**src/hw/eiobp_defines.vh**
```
// Constants for the external I/O expansion bus port
`ifndef EIOBP_DEFINES_VH
`define EIOBP_DEFINES_VH

// Processor clock rate in MHz
`define EIOBP_CLOCK_MHZ 100

// Longest recommended wait hold, in microseconds
`define EIOBP_WAIT_LIMIT_US 500
// Wait hold that risks dynamic memory loss, in microseconds
`define EIOBP_WAIT_RISK_US 2000

// Wait figures turned into processor clock cycles
`define EIOBP_WAIT_LIMIT_CYCLES (`EIOBP_WAIT_LIMIT_US * `EIOBP_CLOCK_MHZ)
`define EIOBP_WAIT_RISK_CYCLES (`EIOBP_WAIT_RISK_US * `EIOBP_CLOCK_MHZ)

// Widths of the address and data paths
`define EIOBP_ADDR_WIDTH 8
`define EIOBP_DATA_WIDTH 8

// Address bit that marks the system-reserved port range
`define EIOBP_RESERVED_BIT 7

// Processor cycle kinds seen on the control lines
`define EIOBP_CYC_IDLE   2'b00
`define EIOBP_CYC_INPUT  2'b01
`define EIOBP_CYC_OUTPUT 2'b10
`define EIOBP_CYC_ACK    2'b11

// Reset and idle values of the bus side
`define EIOBP_STROBE_OFF 1'b1
`define EIOBP_DATA_RESET 8'h00
`define EIOBP_SYNC_RESET 11'h7ff

`endif

```
**src/hw/eiobp_sync.v**
```verilog
// Two-stage synchroniser for pin inputs
`timescale 1ns/1ps
`default_nettype none

module eiobp_sync #(
  parameter         WIDTH       = 1,
  parameter [WIDTH-1:0] RESET_VALUE = {WIDTH{1'b1}}
) (
  input  wire             clock,
  input  wire             reset,
  input  wire [WIDTH-1:0] d,
  output reg  [WIDTH-1:0] q
);

  reg [WIDTH-1:0] stage;

  // First stage feeds only the second
  always @(posedge clock or posedge reset) begin
    if (reset) begin
      stage <= RESET_VALUE;
      q     <= RESET_VALUE;
    end else begin
      stage <= d;
      q     <= stage;
    end
  end

endmodule

`default_nettype wire

```
**src/hw/eiobp_port.v**
```verilog
// External I/O expansion bus port, processor clock domain
//
// Function
// - While enabled, the low eight processor address lines go out on the bus.
// - The 8-bit data path joins bus and processor only while enabled.
// - The opcode-fetch marker is forwarded; with the I/O request it is an ack.
// - The low input strobe stands on the bus for a whole I/O input cycle.
// - The low output strobe stands while I/O request and write are both low.
// - A low bus interrupt request goes to the processor when allowed.
// - A low bus wait request reaches the processor wait only while enabled.
// - A low input select turns the data transceiver toward the processor.
// - Address, data and strobes drive only while external I/O is enabled.
// - Bus interrupts pass only while the bus interrupt enable is one.
// - The bus interrupt line level is readable whatever the enable.
// - Bus interrupts use mode 1, so no vector byte is read at acknowledge.
`timescale 1ns/1ps
`default_nettype none
`include "eiobp_defines.vh"

module eiobp_port #(
  parameter integer WAIT_LIMIT_CYCLES = `EIOBP_WAIT_LIMIT_CYCLES,
  parameter integer WAIT_RISK_CYCLES  = `EIOBP_WAIT_RISK_CYCLES,
  parameter integer COUNT_WIDTH       = 18
) (
  input  wire                         clock,
  input  wire                         reset,
  // Software enables from the system port latches
  input  wire                         external_io_enable,
  input  wire                         bus_interrupt_enable,
  // Processor side
  input  wire [`EIOBP_ADDR_WIDTH-1:0] cpu_addr,
  input  wire [`EIOBP_DATA_WIDTH-1:0] cpu_data_out,
  input  wire                         cpu_iorq_n,
  input  wire                         cpu_rd_n,
  input  wire                         cpu_wr_n,
  input  wire                         cpu_m1_n,
  output reg  [`EIOBP_DATA_WIDTH-1:0] cpu_data_in,
  output reg                          cpu_data_in_en,
  output wire                         cpu_wait_n,
  output wire                         cpu_int_n,
  // Status seen by software
  output reg                          bus_interrupt_status,
  output reg                          bus_wait_overlong,
  output reg                          bus_wait_risk,
  output reg                          reserved_select_fault,
  // Edge connector side
  output reg  [`EIOBP_ADDR_WIDTH-1:0] bus_addr,
  output reg                          bus_addr_oe,
  output reg                          bus_m1_n,
  output reg                          bus_iorq_n,
  output reg                          bus_in_n,
  output reg                          bus_out_n,
  output reg                          bus_ctrl_oe,
  output reg                          bus_reset_n,
  output reg  [`EIOBP_DATA_WIDTH-1:0] bus_data_o,
  output reg                          bus_data_oe,
  input  wire [`EIOBP_DATA_WIDTH-1:0] bus_data_i,
  input  wire                         bus_interrupt_request_n,
  input  wire                         bus_wait_request_n,
  input  wire                         external_input_select_n
);

  // Cycle kinds as state codes
  localparam [1:0] CYC_IDLE   = `EIOBP_CYC_IDLE;
  localparam [1:0] CYC_INPUT  = `EIOBP_CYC_INPUT;
  localparam [1:0] CYC_OUTPUT = `EIOBP_CYC_OUTPUT;
  localparam [1:0] CYC_ACK    = `EIOBP_CYC_ACK;

  // Wait thresholds at counter width
  localparam integer LIMIT_M1 = WAIT_LIMIT_CYCLES - 1;
  localparam integer RISK_M1  = WAIT_RISK_CYCLES - 1;

  wire [COUNT_WIDTH-1:0] limit_last;
  wire [COUNT_WIDTH-1:0] risk_last;
  assign limit_last = LIMIT_M1[COUNT_WIDTH-1:0];
  assign risk_last  = RISK_M1[COUNT_WIDTH-1:0];

  // Classify the processor control lines
  function [1:0] cycle_kind;
    input iorq_n;
    input rd_n;
    input wr_n;
    input m1_n;
    begin
      if (iorq_n)
        cycle_kind = CYC_IDLE;
      else if (!m1_n)
        cycle_kind = CYC_ACK;
      else if (!rd_n)
        cycle_kind = CYC_INPUT;
      else if (!wr_n)
        cycle_kind = CYC_OUTPUT;
      else
        cycle_kind = CYC_IDLE;
    end
  endfunction

  // Input cycle claimed by a peripheral's select
  function claim_seen;
    input [1:0] kind;
    input       select;
    begin
      claim_seen = (kind == CYC_INPUT) & select;
    end
  endfunction

  // Synchronised pin inputs
  wire [`EIOBP_DATA_WIDTH-1:0] data_sync;
  wire                         irq_sync_n;
  wire                         wait_sync_n;
  wire                         select_sync_n;
  wire [10:0]                  pin_sync;

  eiobp_sync #(
    .WIDTH       (11),
    .RESET_VALUE (`EIOBP_SYNC_RESET)
  ) u_pin_sync (
    .clock (clock),
    .reset (reset),
    .d     ({bus_data_i, bus_interrupt_request_n,
             bus_wait_request_n, external_input_select_n}),
    .q     (pin_sync)
  );

  assign data_sync     = pin_sync[10:3];
  assign irq_sync_n    = pin_sync[2];
  assign wait_sync_n   = pin_sync[1];
  assign select_sync_n = pin_sync[0];

  // Current and next processor cycle
  reg  [1:0] cycle;
  reg  [1:0] next_cycle;

  // Wait hold counter
  reg  [COUNT_WIDTH-1:0] wait_count;
  reg  [COUNT_WIDTH-1:0] next_wait_count;

  // Qualified requests from the bus
  wire wait_active;
  wire select_active;
  wire reserved_port;
  wire read_bus;

  // Wait and select count only while enabled
  assign wait_active   = external_io_enable & ~wait_sync_n;
  assign select_active = external_io_enable & ~select_sync_n;
  assign reserved_port = cpu_addr[`EIOBP_RESERVED_BIT];

  // Bus data is taken only for a plain input of a user port
  assign read_bus = claim_seen(cycle, select_active)
                    & ~reserved_port;

  // Sampled pins must have seen our drivers off at their one sampling edge, so the
  // processor never takes back its own write data after the turn round
  reg  [1:0] drive_off_hist;
  wire       read_ok;
  assign read_ok = read_bus & drive_off_hist[1];

  // Processor wait and interrupt lines
  assign cpu_wait_n = ~wait_active;
  assign cpu_int_n  = ~(bus_interrupt_enable & ~irq_sync_n);

  // Next cycle kind from the processor lines
  always @* begin
    next_cycle = cycle;
    case (cycle_kind(cpu_iorq_n, cpu_rd_n, cpu_wr_n, cpu_m1_n))
      CYC_INPUT:  next_cycle = CYC_INPUT;
      CYC_OUTPUT: next_cycle = CYC_OUTPUT;
      CYC_ACK:    next_cycle = CYC_ACK;
      CYC_IDLE:   next_cycle = CYC_IDLE;
      default:    next_cycle = CYC_IDLE;
    endcase
  end

  // Saturating count of wait cycles
  always @* begin
    next_wait_count = {COUNT_WIDTH{1'b0}};
    if (wait_active) begin
      if (wait_count == risk_last)
        next_wait_count = wait_count;
      else
        next_wait_count = wait_count + 1'b1;
    end
  end

  // Cycle tracking
  always @(posedge clock or posedge reset) begin
    if (reset)
      cycle <= CYC_IDLE;
    else
      cycle <= next_cycle;
  end

  // Address and strobes onto the edge connector
  always @(posedge clock or posedge reset) begin
    if (reset) begin
      bus_addr    <= `EIOBP_DATA_RESET;
      bus_addr_oe <= 1'b0;
      bus_m1_n    <= `EIOBP_STROBE_OFF;
      bus_iorq_n  <= `EIOBP_STROBE_OFF;
      bus_in_n    <= `EIOBP_STROBE_OFF;
      bus_out_n   <= `EIOBP_STROBE_OFF;
      bus_ctrl_oe <= 1'b0;
    end else begin
      bus_addr_oe <= external_io_enable;
      bus_ctrl_oe <= external_io_enable;
      if (external_io_enable) begin
        bus_addr   <= cpu_addr;
        bus_m1_n   <= cpu_m1_n;
        bus_iorq_n <= ~(next_cycle != CYC_IDLE);
        bus_in_n   <= ~(next_cycle == CYC_INPUT);
        bus_out_n  <= ~(next_cycle == CYC_OUTPUT);
      end else begin
        bus_addr   <= `EIOBP_DATA_RESET;
        bus_m1_n   <= `EIOBP_STROBE_OFF;
        bus_iorq_n <= `EIOBP_STROBE_OFF;
        bus_in_n   <= `EIOBP_STROBE_OFF;
        bus_out_n  <= `EIOBP_STROBE_OFF;
      end
    end
  end

  // Always-driven system reset to the connector
  always @(posedge clock or posedge reset) begin
    if (reset)
      bus_reset_n <= 1'b0;
    else
      bus_reset_n <= 1'b1;
  end

  // Data transceiver toward the bus
  always @(posedge clock or posedge reset) begin
    if (reset) begin
      bus_data_o  <= `EIOBP_DATA_RESET;
      bus_data_oe <= 1'b0;
    end else begin
      // Turned round while a peripheral selects input
      bus_data_oe <= external_io_enable & select_sync_n;
      if (external_io_enable)
        bus_data_o <= cpu_data_out;
      else
        bus_data_o <= `EIOBP_DATA_RESET;
    end
  end

  // History of our bus drivers being off, one entry per sampling edge;
  // the oldest entry lines up with the data now leaving the synchroniser
  always @(posedge clock or posedge reset) begin
    if (reset)
      drive_off_hist <= 2'b00;
    else
      drive_off_hist <= {drive_off_hist[0], ~bus_data_oe};
  end

  // Data transceiver toward the processor
  always @(posedge clock or posedge reset) begin
    if (reset) begin
      cpu_data_in    <= `EIOBP_DATA_RESET;
      cpu_data_in_en <= 1'b0;
    end else begin
      // No vector byte is fetched at acknowledge
      cpu_data_in_en <= read_ok;
      if (read_ok)
        cpu_data_in <= data_sync;
    end
  end

  // Software-visible status
  always @(posedge clock or posedge reset) begin
    if (reset) begin
      bus_interrupt_status  <= 1'b0;
      reserved_select_fault <= 1'b0;
    end else begin
      // Line level, independent of the interrupt enable
      bus_interrupt_status  <= ~irq_sync_n;
      // Pulse when a reserved port is claimed from the bus
      reserved_select_fault <= claim_seen(cycle, select_active)
                               & reserved_port;
    end
  end

  // Wait length monitoring
  always @(posedge clock or posedge reset) begin
    if (reset) begin
      wait_count        <= {COUNT_WIDTH{1'b0}};
      bus_wait_overlong <= 1'b0;
      bus_wait_risk     <= 1'b0;
    end else begin
      wait_count        <= next_wait_count;
      // Flags follow the hold and drop with it
      bus_wait_overlong <= wait_active
                           & (wait_count >= limit_last);
      bus_wait_risk     <= wait_active
                           & (wait_count >= risk_last);
    end
  end

endmodule

`default_nettype wire

```
**config.mk**
```make
export PLATFORM = sky130hd
export DESIGN_NAME = eiobp_port
export DESIGN_NICKNAME = d
export VERILOG_FILES = /design/src/hw/eiobp_sync.v /design/src/hw/eiobp_port.v
export VERILOG_INCLUDE_DIRS = /design/src /design/src/hw
export SDC_FILE = /design/constraint.sdc
export NUM_CORES = 1
export LEC_CHECK = 0
export ABC_AREA = 0
export BUFFER_PORTS_ARGS = -buffer_cell sky130_fd_sc_hd__buf_2
export CAP_MARGIN = 25
export CORE_AREA = 5 5 79 81
export CTS_CLUSTER_SIZE = 10
export DETAILED_ROUTE_END_ITERATION = 10
export DIE_AREA = 0 0 84 86
export HOLD_SLACK_MARGIN = 0.03
export PLACE_DENSITY = 0.82
export REMOVE_ABC_BUFFERS = 1
export SYNTH_ARGS = -nofsm -noshare
export SYNTH_HDL_FRONTEND = slang
export SYNTH_SLANG_ARGS = --single-unit
```
**constraint.sdc**
```tcl
create_clock -name clock -period 3.8 [get_ports clock]
set_input_delay 0.19 -clock clock [delete_from_list [all_inputs] [get_ports clock]]
set_output_delay 0.19 -clock clock [all_outputs]
set_load 0.03 [all_outputs]
```
## After elaboration in Yosys (flattened, before gate mapping)

Cells that the tools add are included.

- Muxes and demuxes: 13
- Magnitude comparators: 2
- $add $sub $neg: 1
- Bitwise gates (word level): 20
- Reductions and logical operators: 2
- Equality and inequality tests: 8

Operators with widths:

| kind | count |
|---|---|
| $mux 18 | 2 |
| $add 18x1->18 const B | 1 |
| $eq 18x18->1 const B | 1 |
| $ge 18x16->1 const B | 1 |
| $ge 18x18->1 const B | 1 |
| $mux 8 | 2 |
| $and 1x1->1 | 10 |
| $not 1->1 | 10 |
| $mux 2 | 4 |
| $pmux 2 s4 | 1 |
| $eq 2x1->1 const B | 3 |
| $eq 2x2->1 const B | 3 |
| $mux 1 | 4 |
| $logic_not 2->1 | 1 |
| $ne 2x2->1 const B | 1 |
| $reduce_bool 2->1 | 1 |

- Flip-flop bits (word level): 80
- Input bits: 35
- Logic and storage cells: 66
- Output and inout bits: 39

## Longest topological paths before layout

- Depth after elaboration: 9
- Depth in mapped cells: 6
- Depth with buffers taken out: 5

## Cells and area by module

Synthesis repeated with hierarchy kept, for this count alone.

- Cell total of the unflattened synthesis: 216
- Area total of the unflattened synthesis: 2912.8 sq um

Modules (own cells, without submodules):

| module | cells an instance | area each (sq um) | seq. area each (sq um) | times used |
|---|---|---|---|---|
| eiobp_port | 193 | 2331.0 | 1456.4 | 1 |
| eiobp_sync | 23 | 581.8 | 578.1 | 1 |

## Least setup slack after synthesis

OpenSTA, ideal clock, no wires.

- Path kind: reg-to-reg
- Start: register wait_count[0]
- End: register wait_count[16]
- Cell stages (with the launch flop): 7
- Required time: 3.721 ns
- Arrival: 1.961 ns
- Clock period less this slack: 2.040 ns
- Path buffers: 1
- Path slack: 1.760 ns
- Cells stage by stage: dfrtp_1 > ha_1 > nand2_4 > or4_1 > buf_2 > or4_1 > a21oi_1

- Longest elaborated chain between the ends: 3
- Elaborated cells on any way between the ends: 5
- Those cells by class: add/sub (1); eq/ne (2); mux (2)

Ends and longest elaborated chain:

| element | line | text |
|---|---|---|
| start, declared | eiobp_port.v:135 | `reg [COUNT_WIDTH-1:0] wait_count;` |
| start signal, assigned | eiobp_port.v:285 | `wait_count <= {COUNT_WIDTH{1'b0}};` |
| start signal, assigned | eiobp_port.v:289 | `wait_count <= next_wait_count;` |
| $add 18x1->18 | eiobp_port.v:182 | `next_wait_count = wait_count + 1'b1;` |
| $mux 18 | eiobp_port.v:179 | `if (wait_count == risk_last)` |
| $mux 18 | eiobp_port.v:178 | `if (wait_active) begin` |

Parallel ways exist; a longest one is shown, timed or not. The select of a mux whose other input is x is not followed.
A chain may end at the register's enable or synchronous reset.

## Worst setup path after layout

- Start: register wait_count[1]
- End: register wait_count[16]

The elaborated chain is that of the path after synthesis.

==> flow_metrics.env <==
export IMPL_h_tree_depth=3
export IMPL_dp_hpwl_mm=3.866
export IMPL_fillers=387
export IMPL_postSynth_asyncResetShare_pct=100.0
export IMPL_tightestPinTransition_ps=779.1
export IMPL_cpMostUsedCell="sky130_fd_sc_hd__or4_1"
export IMPL_critical_path_reg2reg_startpoint="wait_count[1]$_DFFE_PP0P_"
export IMPL_finish_net_count=358
export IMPL_holdWs_ps=52.19
export IMPL_preCtsSetupSlack_ps=1626
export IMPL_ir_worst_vdd_v=0.0003146
export IMPL_clock_sinks=80
export IMPL_finalSetupViolations=0
export IMPL_routedWlPerCell_um=14.70
export IMPL_post_route_period_util_pct=57.64
export IMPL_seq_total_area_yosys_pct=68.55
export IMPL_clk_latency_ps=350
export IMPL_startpoint_type="flop"
export IMPL_timing_final_crit_period_ps=2190
export IMPL_cp_max_fo=7
export IMPL_post_cts_resized_instances=0
export IMPL_design_portCount=74
export IMPL_starting_density_of_the_core_pct=54.91
export IMPL_synthesis_area_um2=2968
export IMPL_power_static_leakage_uw=0.001740
export IMPL_worstSetupPathType="reg2reg"
export IMPL_synth_edff_count=0
export IMPL_power_density_nw_per_um2=455.8
export IMPL_area_delta_synth_final_pct=25.72
export IMPL_critical_path_max_stage_delay_ps=650
export IMPL_netlist_cell_type_count=49
export IMPL_r2r_setup_slack_ps=1610
export IMPL_clock_tree_from_tritoncts="built"
export IMPL_detail_route_first_pass_iterations=4
export IMPL_synth_largest_type_area_fraction_pct=45.53
export IMPL_ant_nets=0
export IMPL_cp_data_required_time_ps=4060
export IMPL_post_route_drc_count=0
export IMPL_yosysTopAreaCell="sky130_fd_sc_hd__dfrtp_1"
export IMPL_wirelength_mm=5.867
export IMPL_grt_antenna_before_repair=0
export IMPL_setup_tns_ps=0
export IMPL_n_antenna_cell=0
export IMPL_hold_violations=0
export IMPL_drive_above_1_share_pct=41.59
export IMPL_hold_path_class="in2reg"
export IMPL_cts_clk_slew_worst_paths_ps=90
export IMPL_max_freq_ghz=0.4565
export IMPL_cp_endpoint="wait_count[16]$_DFFE_PP0P_"
export IMPL_path_delay_family="simple AND/OR/NAND/NOR gates"
export IMPL_timing_max_transition_violations_final=0
export IMPL_clockRootBuffer="sky130_fd_sc_hd__clkbuf_8"
export IMPL_endpoint_kind="flop"
export IMPL_die_area_um2=7224
export IMPL_floorplan_die_height_um=86
export IMPL_drt_iter0_markers=209
export IMPL_worst_endpoint_arrival_ps=2450
export IMPL_cp_depth=5
export IMPL_num_vias=2050
export IMPL_grt_pass1_vias=2072
export IMPL_grt_setup_unrepaired="false"
export IMPL_ys_top_cells_by_area="sky130_fd_sc_hd__dfrtp_1, sky130_fd_sc_hd__dfstp_2, sky130_fd_sc_hd__and2_1, sky130_fd_sc_hd__mux2_2, sky130_fd_sc_hd__a21oi_1"
export IMPL_clock_skew_final_ps=9.481
export IMPL_launching_instance_or_port_of_the_critical_path="wait_count[1]$_DFFE_PP0P_"
export IMPL_gp_weighted_congestion=0.8836
export IMPL_finalWorstSetupSlack_ps=1610
export IMPL_register_area_um2=2034
export IMPL_portBuffers=73
export IMPL_number_of_instances_in_the_synthesized_netlist=230
export IMPL_ys_warnings_count=0
export IMPL_grt_start_max_net_pins=50
export IMPL_synth_ff_latch_count=80
export IMPL_logic_depth_of_the_worst_register_to_register_path=5
export IMPL_vias_per_cell=5.138
export IMPL_number_of_buffers_and_inverters_on_the_critical_path=0
export IMPL_design_area_um2=3731
export IMPL_cp_cell_sequence="ha_1 > nand2_4 > or4_1 > or4_1 > a21oi_1"
export IMPL_critical_path_slowest_cell="sky130_fd_sc_hd__or4_1"
export IMPL_tritoncts_num_buffers=9
export IMPL_worst_r2r_endpoint="wait_count[16]$_DFFE_PP0P_"
export IMPL_multiInputGateArea_um2=848.3
export IMPL_timing_max_slew_rel_slack_pct=47.58
export IMPL_globalRouteTotalUtil_pct=17.77
export IMPL_core_area_um2=5405
export IMPL_fp_row_count=27
export IMPL_grt_first_pass_wirelength_mm=9.901
export IMPL_maxCapViolCount=0
export IMPL_placedInstanceArea_um2=3379
export IMPL_synth_top_flop_cell="sky130_fd_sc_hd__dfrtp_1"
export IMPL_clock_tree_buffer_depth=2
export IMPL_run_status="finished, final reports clean"
export IMPL_postSynthAreaPerCell_um2=12.90
export IMPL_dieWidth_um=84
export IMPL_grt_ovfl_total=0
-- cell usage after synthesis, drive strengths merged (3+ instances only) --
master / n
dfrtp: 54
dfstp: 26
and2: 17
a21oi: 12
nand2: 12
nand3: 10
nor2: 10
inv: 8
mux2: 8
o21ai: 8
clkbuf: 6
a31oi: 5
or4: 5
and3: 4
nand4: 4
nor3: 4
nor4: 4
buf: 3
nand4b: 3
or3: 3
xnor2: 3
xor2: 3
-- registers in the layout (all words and copies together), names as in the netlist, 2 cells and up --
signal            flops
u_pin_sync.q         11
bus_data_o            8
u_pin_sync.stage     11
cpu_data_in           8
bus_addr              8
cycle                 2
drive_off_hist        2
wait_count           18
-- what timing repair did --
action                                 CTS  global route
endpoints found under the hold margin   13            42
hold buffers                            12             3
setup buffers                            0             0
-- cell usage in the layout (no fill, tap or decap), types with 2 or more instances in the layout --
master,n
sky130_fd_sc_hd__clkbuf_8,10
sky130_fd_sc_hd__nand2b_1,2
sky130_fd_sc_hd__nor4_1,3
sky130_fd_sc_hd__or3_1,2
sky130_fd_sc_hd__inv_1,7
sky130_fd_sc_hd__nand4_1,4
sky130_fd_sc_hd__nand4b_1,3
sky130_fd_sc_hd__clkinv_2,3
sky130_fd_sc_hd__o21ai_0,8
sky130_fd_sc_hd__or4_1,4
sky130_fd_sc_hd__and3_1,3
sky130_fd_sc_hd__mux2_2,8
sky130_fd_sc_hd__nand2_1,11
sky130_fd_sc_hd__and2_1,17
sky130_fd_sc_hd__dfstp_2,26
sky130_fd_sc_hd__nand3_1,9
sky130_fd_sc_hd__clkinv_4,2
sky130_fd_sc_hd__a21oi_1,12
sky130_fd_sc_hd__o31ai_1,2
sky130_fd_sc_hd__nor2_1,10
sky130_fd_sc_hd__xor2_1,3
sky130_fd_sc_hd__nor3_1,3
sky130_fd_sc_hd__buf_2,73
sky130_fd_sc_hd__a31oi_1,5
sky130_fd_sc_hd__dfrtp_1,54
sky130_fd_sc_hd__xnor2_1,3
sky130_fd_sc_hd__dlygate4sd3_1,15
-- worst reg2reg max path, stage by stage (launching register included) --
cell                      delay, ps
sky130_fd_sc_hd__dfrtp_1        390
sky130_fd_sc_hd__ha_1           300
sky130_fd_sc_hd__nand2_4         80
sky130_fd_sc_hd__or4_1          650
sky130_fd_sc_hd__or4_1          550
sky130_fd_sc_hd__a21oi_1        150
-- metrics by stage --
stage | std cells | util, % | total power (uW)
floorplan | 221 | - | 1066
global placement | 367 | 62.52 | 1133
CTS | 395 | 68.10 | 1716
global route | 399 | 69.03 | 1787
finish | 399 | 69.03 | 1701
detailed placement | 367 | 62.52 | 1141
-- worst min path at each step --
stage	start	to	depth (start not counted)
4_1_cts	cpu_addr[0]	bus_addr[0]$_DFF_PP0_	2
6_report	cpu_m1_n	bus_in_n$_DFF_PP1_	2
2_1_floorplan	external_input_select_n	u_pin_sync.stage[0]$_DFF_PP1_	0
3_5_place_dp	bus_data_i[3]	u_pin_sync.stage[6]$_DFF_PP1_	1
5_1_grt	cpu_addr[6]	bus_addr[6]$_DFF_PP0_	2
3_3_place_gp	external_input_select_n	u_pin_sync.stage[0]$_DFF_PP1_	1
-- power by group --
part	leakage [uW]	switching [uW]	total [uW]	internal, uW
registers	0.000979	19.5	930	911
logic	0.000663	132	207	74.8
clock network	0.0000979	305	564	258
-- cell families (layout without fill, tap and decap cells) --
| family | Yosys count | in the layout | synth area share [%] |
|---|---|---|---|
| simple gates | 84 | 84 | 16.86 |
| xor+xnor | 6 | 6 | 1.771 |
| mux | 8 | 8 | 3.036 |
| buf+inv | 18 | 115 | 2.866 |
| flops | 80 | 80 | 68.55 |
| fa+ha+maj | 1 | 1 | 0.4215 |
| other cells | 1 | 1 | 0.1264 |
| compound gates | 32 | 32 | 6.366 |
-- final cells by class --
cell class | instances | share of cell area, %
flip-flops and latches | 80 | 54.53
multi-input cells | 132 | 22.74
repair buffers | 90 | 14.55
clock buffers | 10 | 3.689
well taps | 72 | 2.414
clock inverters | 6 | 1.174
inverters | 9 | 0.9054
-- per-layer routing --
layer / GRT usage [%] / up-vias / part of all wire (%)
met5: 0 / - / 0
met4: 8.333 / 0 / 1.4
met3: 4.995 / 9 / 6.3
met2: 30.66 / 70 / 53
met1: 20.60 / 996 / 39
li1: - / 975 / -
No activity file was read; power rests on OpenSTA's default activity.
